**config.mk**
```make
export PLATFORM = sky130hd
export DESIGN_NAME = scdp_dma
export DESIGN_NICKNAME = d
export VERILOG_FILES = /design/src/rtl/scdp_pkg.sv /design/src/rtl/scdp_avs.sv /design/src/rtl/scdp_dma.sv
export SDC_FILE = /design/constraint.sdc
export NUM_CORES = 1
export LEC_CHECK = 0
export BUFFER_PORTS_ARGS = -buffer_cell sky130_fd_sc_hd__buf_2
export CORE_UTILIZATION = 45
export CTS_BUF_LIST = sky130_fd_sc_hd__clkbuf_8
export CTS_CLUSTER_SIZE = 24
export DETAILED_ROUTE_END_ITERATION = 8
export GPL_TIMING_DRIVEN = 0
export PLACE_DENSITY = 0.8
export SLEW_MARGIN = 15
export SYNTH_ARGS = -nofsm -noshare
export SYNTH_HDL_FRONTEND = slang
export SYNTH_SLANG_ARGS = --single-unit
```
**constraint.sdc**
```tcl
create_clock -name MCLK_IN -period 4.19 [get_ports MCLK_IN]
set_input_delay 0.419 -clock MCLK_IN [delete_from_list [all_inputs] [get_ports MCLK_IN]]
set_output_delay 0.419 -clock MCLK_IN [all_outputs]
set_load 0.05 [all_outputs]
```
**src/rtl/scdp_pkg.sv**
```systemverilog
package scdp_pkg;

  // ==========================================================================
  // Register word indices and byte addresses
  // ==========================================================================
  localparam int REG_CONTROL_IDX = 0;
  localparam int REG_COMMAND_IDX = 1;
  localparam int REG_STATUS_IDX = 2;
  localparam int REG_PERIPH_PTR_IDX = 11;
  localparam int REG_MEM_PTR_IDX = 12;
  localparam int REG_WORD_COUNT_IDX = 13;

  localparam int AVS_ADDR_W = 6;
  localparam logic [AVS_ADDR_W-1:0] ADDR_CONTROL = AVS_ADDR_W'(REG_CONTROL_IDX * 4);
  localparam logic [AVS_ADDR_W-1:0] ADDR_COMMAND = AVS_ADDR_W'(REG_COMMAND_IDX * 4);
  localparam logic [AVS_ADDR_W-1:0] ADDR_STATUS = AVS_ADDR_W'(REG_STATUS_IDX * 4);
  localparam logic [AVS_ADDR_W-1:0] ADDR_PERIPH_PTR = AVS_ADDR_W'(REG_PERIPH_PTR_IDX * 4);
  localparam logic [AVS_ADDR_W-1:0] ADDR_MEM_PTR = AVS_ADDR_W'(REG_MEM_PTR_IDX * 4);
  localparam logic [AVS_ADDR_W-1:0] ADDR_WORD_COUNT = AVS_ADDR_W'(REG_WORD_COUNT_IDX * 4);

  // ==========================================================================
  // Field layout
  // ==========================================================================
  localparam int WORD_W = 16;
  localparam int SELECT_W = 4;
  localparam int CTRL_ADDR16_BIT = 0;
  localparam int DIR_BIT_15 = 15;
  localparam int NEG_BIT_15 = 14;
  localparam int NEG_BIT_16 = 15;
  localparam int ST_MODE_LSB = 0;
  localparam int ST_DIR_BIT = 2;
  localparam int ST_CNT_NEG_N_BIT = 3;
  localparam int ST_BUSY_BIT = 4;
  localparam int ST_ADDR16_BIT = 5;

  // ==========================================================================
  // Command codes written to the command register
  // ==========================================================================
  localparam logic [3:0] CMD_TRANSFER_MODE = 4'h1;
  localparam logic [3:0] CMD_IGNORE_REQUESTS = 4'h2;
  localparam logic [3:0] CMD_PULSE_COUNT = 4'h3;
  localparam logic [3:0] CMD_DIR_SET = 4'h4;
  localparam logic [3:0] CMD_DIR_CLEAR = 4'h5;

  // ==========================================================================
  // Timing
  // ==========================================================================
  localparam int CLK_PERIOD_NS = 10;
  localparam int IO_CYCLE_NS = 40;
  localparam int IO_CYCLE_CLKS = (IO_CYCLE_NS + CLK_PERIOD_NS - 1) / CLK_PERIOD_NS;
  localparam int TMR_W = 3;
  localparam logic [TMR_W-1:0] IO_TMR_LOAD = TMR_W'(IO_CYCLE_CLKS - 1);

  // ==========================================================================
  // Reset values and types
  // ==========================================================================
  localparam logic [WORD_W-1:0] WORD_RESET = 16'h0000;

  typedef enum logic [1:0] {MODE_IGNORE, MODE_TRANSFER, MODE_PULSE} scdp_mode_e;
  typedef enum logic [2:0] {S_IDLE, S_GRANT, S_IO, S_MEM, S_DONE} scdp_state_e;

endpackage

```
**src/rtl/scdp_avs.sv**
```systemverilog
`timescale 1ns/100ps
module scdp_avs
(
  input wire logic clk_in,
  input wire logic rst_in,
  input wire logic read_in,
  input wire logic [31:0] read_value_in,
  output logic waitrequest_out,
  output logic [31:0] readdata_out
);
  import scdp_pkg::*;

  typedef struct packed {
    logic rd_valid;
    logic [31:0] rdata;
  } scdp_avs_s;

  scdp_avs_s q_ff;
  scdp_avs_s nxt_q;

  // ==========================================================================
  // Read path: one wait cycle so read data comes from a register
  // ==========================================================================
  always_comb
  begin
    nxt_q = q_ff;
    nxt_q.rd_valid = 1'b0;
    if (read_in && !q_ff.rd_valid)
    begin
      nxt_q.rd_valid = 1'b1;
      nxt_q.rdata = read_value_in;
    end
  end

  always_ff @(posedge clk_in or posedge rst_in)
  begin
    if (rst_in)
    begin
      q_ff <= '0;
    end
    else
    begin
      q_ff <= nxt_q;
    end
  end

  assign waitrequest_out = read_in && !q_ff.rd_valid;
  assign readdata_out = q_ff.rdata;

endmodule

```
**src/rtl/scdp_dma.sv**
```systemverilog
`timescale 1ns/100ps
module scdp_dma
(
  input wire logic MCLK_IN,
  input wire logic RST_IN,
  input wire logic [scdp_pkg::AVS_ADDR_W-1:0] AVS_ADDRESS_IN,
  input wire logic AVS_READ_IN,
  input wire logic AVS_WRITE_IN,
  input wire logic [31:0] AVS_WRITEDATA_IN,
  output logic [31:0] AVS_READDATA_OUT,
  output logic AVS_WAITREQUEST_OUT,
  input wire logic TRANSFER_REQUEST_N_IN,
  output logic BUS_REQUEST_OUT,
  input wire logic BUS_GRANT_IN,
  output logic IO_STROBE_OUT,
  output logic IO_WRITE_OUT,
  output logic [scdp_pkg::SELECT_W-1:0] PERIPHERAL_ADDRESS_LINES_OUT,
  output logic IO_CONTROL_LINE_TWO_N_OUT,
  output logic [scdp_pkg::WORD_W-1:0] IO_DATA_OUT,
  input wire logic [scdp_pkg::WORD_W-1:0] IO_DATA_IN,
  output logic MEM_REQUEST_OUT,
  output logic MEM_WRITE_OUT,
  output logic [scdp_pkg::WORD_W-1:0] MEM_ADDRESS_OUT,
  output logic [scdp_pkg::WORD_W-1:0] MEM_WRITEDATA_OUT,
  input wire logic [scdp_pkg::WORD_W-1:0] MEM_READDATA_IN,
  input wire logic MEM_ACK_IN
);
  import scdp_pkg::*;

  typedef struct packed {
    logic [WORD_W-1:0] periph_ptr;
    logic [WORD_W-1:0] mem_ptr;
    logic [WORD_W-1:0] word_count;
    logic addr16;
    logic dir_flag;
    scdp_mode_e mode;
    scdp_state_e state;
    logic xfer_out;
    logic pulse;
    logic last;
    logic [TMR_W-1:0] tmr;
    logic [WORD_W-1:0] data;
    logic bus_req;
    logic io_strobe;
    logic io_write;
    logic io_ctl_two_n;
    logic [SELECT_W-1:0] pa;
    logic mem_req;
    logic mem_write;
    logic [WORD_W-1:0] mem_addr;
  } scdp_dma_s;

  scdp_dma_s q_ff;
  scdp_dma_s nxt_q;
  logic dir_out;
  logic count_negative_n;
  logic count_is_zero;
  logic req_active;
  logic [31:0] read_value;
  logic [WORD_W-1:0] ptr_inc;
  logic [WORD_W-1:0] mem_word_addr;

  // ==========================================================================
  // Direction, count state and address derivation
  // ==========================================================================
  // Direction source
  assign dir_out = q_ff.addr16 ? q_ff.dir_flag : q_ff.mem_ptr[DIR_BIT_15];

  assign count_negative_n = q_ff.addr16 ? !q_ff.word_count[NEG_BIT_16] :
                                          !q_ff.word_count[NEG_BIT_15];

  assign count_is_zero = q_ff.addr16 ? (q_ff.word_count == WORD_RESET) :
                         (q_ff.word_count[NEG_BIT_15:0] == WORD_RESET[NEG_BIT_15:0]);

  assign req_active = (q_ff.mode != MODE_IGNORE) && !TRANSFER_REQUEST_N_IN;

  always_comb
  begin
    ptr_inc = q_ff.mem_ptr + 16'h0001;
    mem_word_addr = q_ff.mem_ptr;
    if (!q_ff.addr16)
    begin
      ptr_inc[DIR_BIT_15] = q_ff.mem_ptr[DIR_BIT_15];
      mem_word_addr[DIR_BIT_15] = 1'b0;
    end
  end

  // ==========================================================================
  // Register read mux
  // ==========================================================================
  always_comb
  begin
    read_value = 32'h0000_0000;
    unique case (AVS_ADDRESS_IN)
      ADDR_CONTROL: read_value[CTRL_ADDR16_BIT] = q_ff.addr16;
      ADDR_STATUS:
      begin
        read_value[ST_MODE_LSB +: 2] = q_ff.mode;
        read_value[ST_DIR_BIT] = dir_out;
        read_value[ST_CNT_NEG_N_BIT] = count_negative_n;
        read_value[ST_BUSY_BIT] = (q_ff.state != S_IDLE);
        read_value[ST_ADDR16_BIT] = q_ff.addr16;
      end
      ADDR_PERIPH_PTR: read_value[SELECT_W-1:0] = q_ff.periph_ptr[SELECT_W-1:0];
      ADDR_MEM_PTR: read_value[WORD_W-1:0] = q_ff.mem_ptr;
      ADDR_WORD_COUNT: read_value[WORD_W-1:0] = q_ff.word_count;
      default: read_value = 32'h0000_0000;
    endcase
  end

  // ==========================================================================
  // Transfer sequencer and register writes
  // ==========================================================================
  always_comb
  begin
    nxt_q = q_ff;
    unique case (q_ff.state)
      S_IDLE:
      begin
        if (req_active)
        begin
          nxt_q.bus_req = 1'b1;
          nxt_q.state = S_GRANT;
        end
      end
      S_GRANT:
      begin
        if (BUS_GRANT_IN)
        begin
          nxt_q.pulse = (q_ff.mode == MODE_PULSE);
          nxt_q.xfer_out = dir_out;
          nxt_q.last = count_is_zero;
          if (q_ff.mode == MODE_PULSE || !dir_out)
          begin
            nxt_q.io_strobe = 1'b1;
            nxt_q.io_write = 1'b0;
            nxt_q.pa = q_ff.periph_ptr[SELECT_W-1:0];
            nxt_q.io_ctl_two_n = count_is_zero;
            nxt_q.tmr = IO_TMR_LOAD;
            nxt_q.state = S_IO;
          end
          else
          begin
            nxt_q.mem_req = 1'b1;
            nxt_q.mem_write = 1'b0;
            nxt_q.mem_addr = mem_word_addr;
            nxt_q.state = S_MEM;
          end
        end
      end
      S_IO:
      begin
        if (q_ff.tmr != '0)
        begin
          nxt_q.tmr = q_ff.tmr - 3'h1;
        end
        else
        begin
          nxt_q.io_strobe = 1'b0;
          nxt_q.io_write = 1'b0;
          nxt_q.io_ctl_two_n = 1'b1;
          if (!q_ff.pulse && !q_ff.xfer_out)
          begin
            nxt_q.data = IO_DATA_IN;
            nxt_q.mem_req = 1'b1;
            nxt_q.mem_write = 1'b1;
            nxt_q.mem_addr = mem_word_addr;
            nxt_q.state = S_MEM;
          end
          else
          begin
            nxt_q.state = S_DONE;
          end
        end
      end
      S_MEM:
      begin
        if (MEM_ACK_IN)
        begin
          nxt_q.mem_req = 1'b0;
          nxt_q.mem_write = 1'b0;
          if (q_ff.xfer_out)
          begin
            nxt_q.data = MEM_READDATA_IN;
            nxt_q.io_strobe = 1'b1;
            nxt_q.io_write = 1'b1;
            nxt_q.pa = q_ff.periph_ptr[SELECT_W-1:0];
            nxt_q.io_ctl_two_n = q_ff.last;
            nxt_q.tmr = IO_TMR_LOAD;
            nxt_q.state = S_IO;
          end
          else
          begin
            nxt_q.state = S_DONE;
          end
        end
      end
      S_DONE:
      begin
        nxt_q.mem_ptr = ptr_inc;
        nxt_q.word_count = q_ff.word_count - 16'h0001;
        if (req_active && BUS_GRANT_IN)
        begin
          nxt_q.state = S_GRANT;
        end
        else
        begin
          nxt_q.bus_req = 1'b0;
          nxt_q.state = S_IDLE;
        end
      end
      default:
      begin
        nxt_q.state = S_IDLE;
      end
    endcase

    // Software writes land after the sequencer so they take precedence.
    if (AVS_WRITE_IN)
    begin
      unique case (AVS_ADDRESS_IN)
        ADDR_CONTROL: nxt_q.addr16 = AVS_WRITEDATA_IN[CTRL_ADDR16_BIT];
        ADDR_COMMAND:
        begin
          unique case (AVS_WRITEDATA_IN[3:0])
            CMD_TRANSFER_MODE: nxt_q.mode = MODE_TRANSFER;
            CMD_IGNORE_REQUESTS: nxt_q.mode = MODE_IGNORE;
            CMD_PULSE_COUNT: nxt_q.mode = MODE_PULSE;
            CMD_DIR_SET: nxt_q.dir_flag = 1'b1;
            CMD_DIR_CLEAR: nxt_q.dir_flag = 1'b0;
            default: nxt_q.mode = q_ff.mode;
          endcase
        end
        ADDR_PERIPH_PTR: nxt_q.periph_ptr = AVS_WRITEDATA_IN[WORD_W-1:0];
        ADDR_MEM_PTR: nxt_q.mem_ptr = AVS_WRITEDATA_IN[WORD_W-1:0];
        ADDR_WORD_COUNT: nxt_q.word_count = AVS_WRITEDATA_IN[WORD_W-1:0];
        default: nxt_q.mode = nxt_q.mode;
      endcase
    end
  end

  always_ff @(posedge MCLK_IN or posedge RST_IN)
  begin
    if (RST_IN)
    begin
      q_ff <= '0;
      q_ff.mode <= MODE_IGNORE;
      q_ff.state <= S_IDLE;
      q_ff.io_ctl_two_n <= 1'b1;
    end
    else
    begin
      q_ff <= nxt_q;
    end
  end

  // ==========================================================================
  // Bus slave and outputs
  // ==========================================================================
  scdp_avs u_avs
  (
    .clk_in(MCLK_IN),
    .rst_in(RST_IN),
    .read_in(AVS_READ_IN),
    .read_value_in(read_value),
    .waitrequest_out(AVS_WAITREQUEST_OUT),
    .readdata_out(AVS_READDATA_OUT)
  );

  assign BUS_REQUEST_OUT = q_ff.bus_req;
  assign IO_STROBE_OUT = q_ff.io_strobe;
  assign IO_WRITE_OUT = q_ff.io_write;
  assign PERIPHERAL_ADDRESS_LINES_OUT = q_ff.pa;
  assign IO_CONTROL_LINE_TWO_N_OUT = q_ff.io_ctl_two_n;
  assign IO_DATA_OUT = q_ff.data;
  assign MEM_REQUEST_OUT = q_ff.mem_req;
  assign MEM_WRITE_OUT = q_ff.mem_write;
  assign MEM_ADDRESS_OUT = q_ff.mem_addr;
  assign MEM_WRITEDATA_OUT = q_ff.data;

endmodule

```
==> run summary <==
The die covers 14500 um2. The filler cells instantiated in the layout total 1235. In this run the horizontal extent of the chip is 120 um. Between clock sinks in the finished design, the worst skew comes to 0.00878 ns.

The quantity of hold-fixing buffers added after cts came out at 0. For this run, the top clock speed supported by timing is 413 MHz. STA puts the critical path data arrival time at 2.70 ns. For the part of the power in the clock network, the log shows 14.9%. By area the synthesized netlist is led by dfrtp_1 (43%), mux2_2 (11%), buf_4 (10%), nand2_1 (3.8%), mux2i_1 (2.9%). Summing internal, switching and leakage power gives 5.22 mW. Across the run, the number of max-cap violations was 0. The share of layout cells above drive strength 1 came out at 38.3%. The initial utilization of the core area, before any placement, comes to 46.8%. Cells fill 56.0% of the core in the end.

Total routing usage reported by global routing: 20.8%. Entering global routing, the biggest net connects 63 pins. The setup fix buffers added after clock tree synthesis was 0; the area share of the leading cell type in the synthesized netlist was 42.5%. The synthesized design contains 0 enable-type register cells.

Setup violations remaining at the end of the flow were counted as 0. Global-route wire length before repair: 23600 um. The number of slew-limit violations in the final report was 0. Clock tree root driver cell: clkbuf_8. Data on the critical path is required at its endpoint by 4.47 ns.

The critical-path maximum fanout came out at 10. The final hold violation count came out at 0. The worst setup path is launched from a flip-flop.

The net switching power is 2.41 mW. Setup repair after global routing left no endpoint under its margin. The first detailed-routing pass took 5 iterations.

The delay contributed by the slowest stage of the critical path was 0.44 ns; the final critical delay including setup and external delays was 2.42 ns. The slew of the pin with the lowest slew margin was 0.677 ns; the count of buffers from port buffering was 135. Leaving out fill and tap cells, the most frequent cell in the layout is buf_2.

The routability congestion estimate from global placement came out at 0.898. Averaged over all synthesized cells, the footprint is 9.93 um2. In this run, CTS created clock tree buffers numbering 9.

The count of nets left with antenna violations once routing finished came out at 0. The run gives 7280 um2 as the area of placed instances. The count of cell types in the netlist was 68.

In the layout the commonest cells are buf_2 (140), dfrtp_1 (107), buf_4 (84), nand2_1 (64), mux2_2 (60). The vertical extent of the die was 120 um; the DRC violation total after the first TritonRoute iteration was 343. After global routing the overflow that remains totals 0. The net switching fraction of the power was 46.2%. The run gives 108 as the sink count of the clock tree.

Once routing completed, OpenROAD measured the worst setup slack at 1.77 ns. The sequential element share of the synthesized area was 42.9%. The count of nets after finishing came out at 877. For this design, the slowest cell found on the critical path is mux2_2. Sequential fraction of design power: 32.8%. The combinational share of power came out at 52.4%. In this run the worst hold path is classified as in -> async. The tools report the DRC violations left as 0. The floorplan has 42 rows. Number of instances resized during post-cts repair: 0. The H-tree depth was 3; the number of antenna violations at the first check in global routing was 0. Summed over all cells, the static leakage comes to 3.47 nW. The critical path is of the reg -> reg type. The flip-flop and latch count after synthesis was 108; the warning count from the yosys run was 0. The accumulated negative setup slack was 0 ns; the remaining max-slew budget at the tightest pin was 54.4%.

TritonCTS built the clock tree. Counting every instance in the synthesized netlist gives 634. After clock tree synthesis, the clock-pin slew on the worst setup and hold paths is 0.10 ns. The cell count after placement came out at 961. The final design area excluding fillers is 7530 um2, and the count of buffer and inverter cells on the critical path is 2.

Dividing the detail-routed via count by the number of cells gives 5.24. 168 I/O pins were placed. The run gives 4723 as the via count of the first global-routing pass. The repair_antennas step left the layout with diodes totalling 0. The run finished with clean final reports. At the later pin of the worst-skew pair, clock insertion delay measures 0.38 ns. The combined area of all synthesized cells was 6300 um2; the worst hold slack after final layout was 0.0497 ns. The total number of vias was 5117; the area added between synthesis and finish was 19.6%. Among cell families on the critical path, the largest total delay comes from multiplexers.

The signal on the critical path passes through buf_2 -> mux2_2 -> a211o_1 -> nand3_1 -> buf_2 -> mux2_2. In the finished design, the share of the clock period the worst path needs comes to 57.8%. STA classifies the critical path endpoint as a flip-flop.

The synthesized design spends more area on one cell type than any other, namely dfrtp_1. The run gives 2.81 mW as the internal cell power. For this design the ratio of total power to cell area is 693 nW/um2.

The maximum number of buffers from clock root to sink was 2; the wire length per cell was 15.3 um. The setup slack of the most critical reg-to-reg path was 1.77 ns; the fraction of registers with async set or reset after synthesis was 100%. IR analysis of the VDD net gives a maximum drop of 0.317 mV. At the placement stage, the worst setup path has a slack of 1.78 ns. The tools report the detailed placer's ending HPWL as 11400 um. In the synthesized netlist the dominant register cell turns out to be dfrtp_1. Leaving out filler cells and counting taps, the final layout contains 977. The core area came out at 13500 um2. The run gives 15000 um as the final routed wirelength across all metal layers.
[flip-flops by register name, summed over array words and instances (netlist names)]
register	cells
q_ff	34
IO_DATA_OUT	16
MEM_ADDRESS_OUT	16
u_avs.readdata_out	16
mem_word_addr	15
PERIPHERAL_ADDRESS_LINES_OUT	4
BUS_REQUEST_OUT	1
IO_CONTROL_LINE_TWO_N_OUT	1
IO_STROBE_OUT	1
IO_WRITE_OUT	1
MEM_REQUEST_OUT	1
MEM_WRITE_OUT	1
u_avs.q_ff	1
[power groups by stage]
stage	Clock, mW	Sequential [mW]	Combinational, mW
5_1_grt	0.824	1.76	2.90
4_1_cts	0.788	1.70	2.74
2_1_floorplan	0	1.69	2.18
3_5_place_dp	0	1.72	2.74
6_report	0.775	1.71	2.73
3_3_place_gp	0	1.71	2.69
[logic make-up after synthesis]
| kind of cell | share of synthesized area, % |
|---|---|
| simple gates | 15.6 |
| buf+inv | 12.4 |
| compound gates | 12.1 |
| flops | 42.9 |
| mux | 13.8 |
| xor+xnor | 2.23 |
| fa+ha+maj | 0.795 |
| other cells | 0.0596 |
[routing by layer]
layer	global-route usage (%)	routed length (um)
met2	33.8	7220
met3	3.40	872
met4	7.48	240
met5	0	0
met1	27.9	6640
[Yosys cell counts, types with 6 or more instances]
master	n
nand2_1	64
clkbuf_1	21
o31ai_1	12
dfrtp_1	107
nand2b_1	6
nor3_1	10
mux2i_1	18
or3_1	13
mux2_2	60
inv_1	12
nor2b_1	7
xnor2_1	7
o21ai_0	36
nand4_1	6
o211ai_1	7
a31oi_1	14
nand3_1	13
a21oi_1	9
buf_4	84
nor2_1	28
xor2_1	9
[cell type report]
type	count	area, um2	share of cell area, %
repair buffers	136	703	9.34
plain buffers	111	738	9.80
well taps	176	220	2.92
flip-flops and latches	108	2700	35.9
clock inverters	6	111	1.48
inverters	12	50.0	0.665
clock buffers	10	138	1.83
multi-input cells	418	2870	38.1
[worst paths after layout]
| check | cells past startpoint | to | from |
|---|---|---|---|
| setup reg to reg | 6 | MEM_ADDRESS_OUT[10]$_DFFE_PP0P_ | q_ff[54]$_DFFE_PP0P_ |
| hold / removal | 2 | IO_DATA_OUT[12]$_DFFE_PP0P_ | RST_IN |
| max in group asynchronous | 3 | mem_word_addr[9]$_DFF_PP0_ | RST_IN |
| min in group MCLK_IN | 3 | mem_word_addr[10]$_DFF_PP0_ | AVS_WRITEDATA_IN[10] |
| hold reg to reg | 1 | IO_STROBE_OUT$_DFFE_PP0P_ | IO_STROBE_OUT$_DFFE_PP0P_ |
| setup / recovery | 6 | MEM_ADDRESS_OUT[10]$_DFFE_PP0P_ | q_ff[54]$_DFFE_PP0P_ |
(Power assumes the default switching activity.)
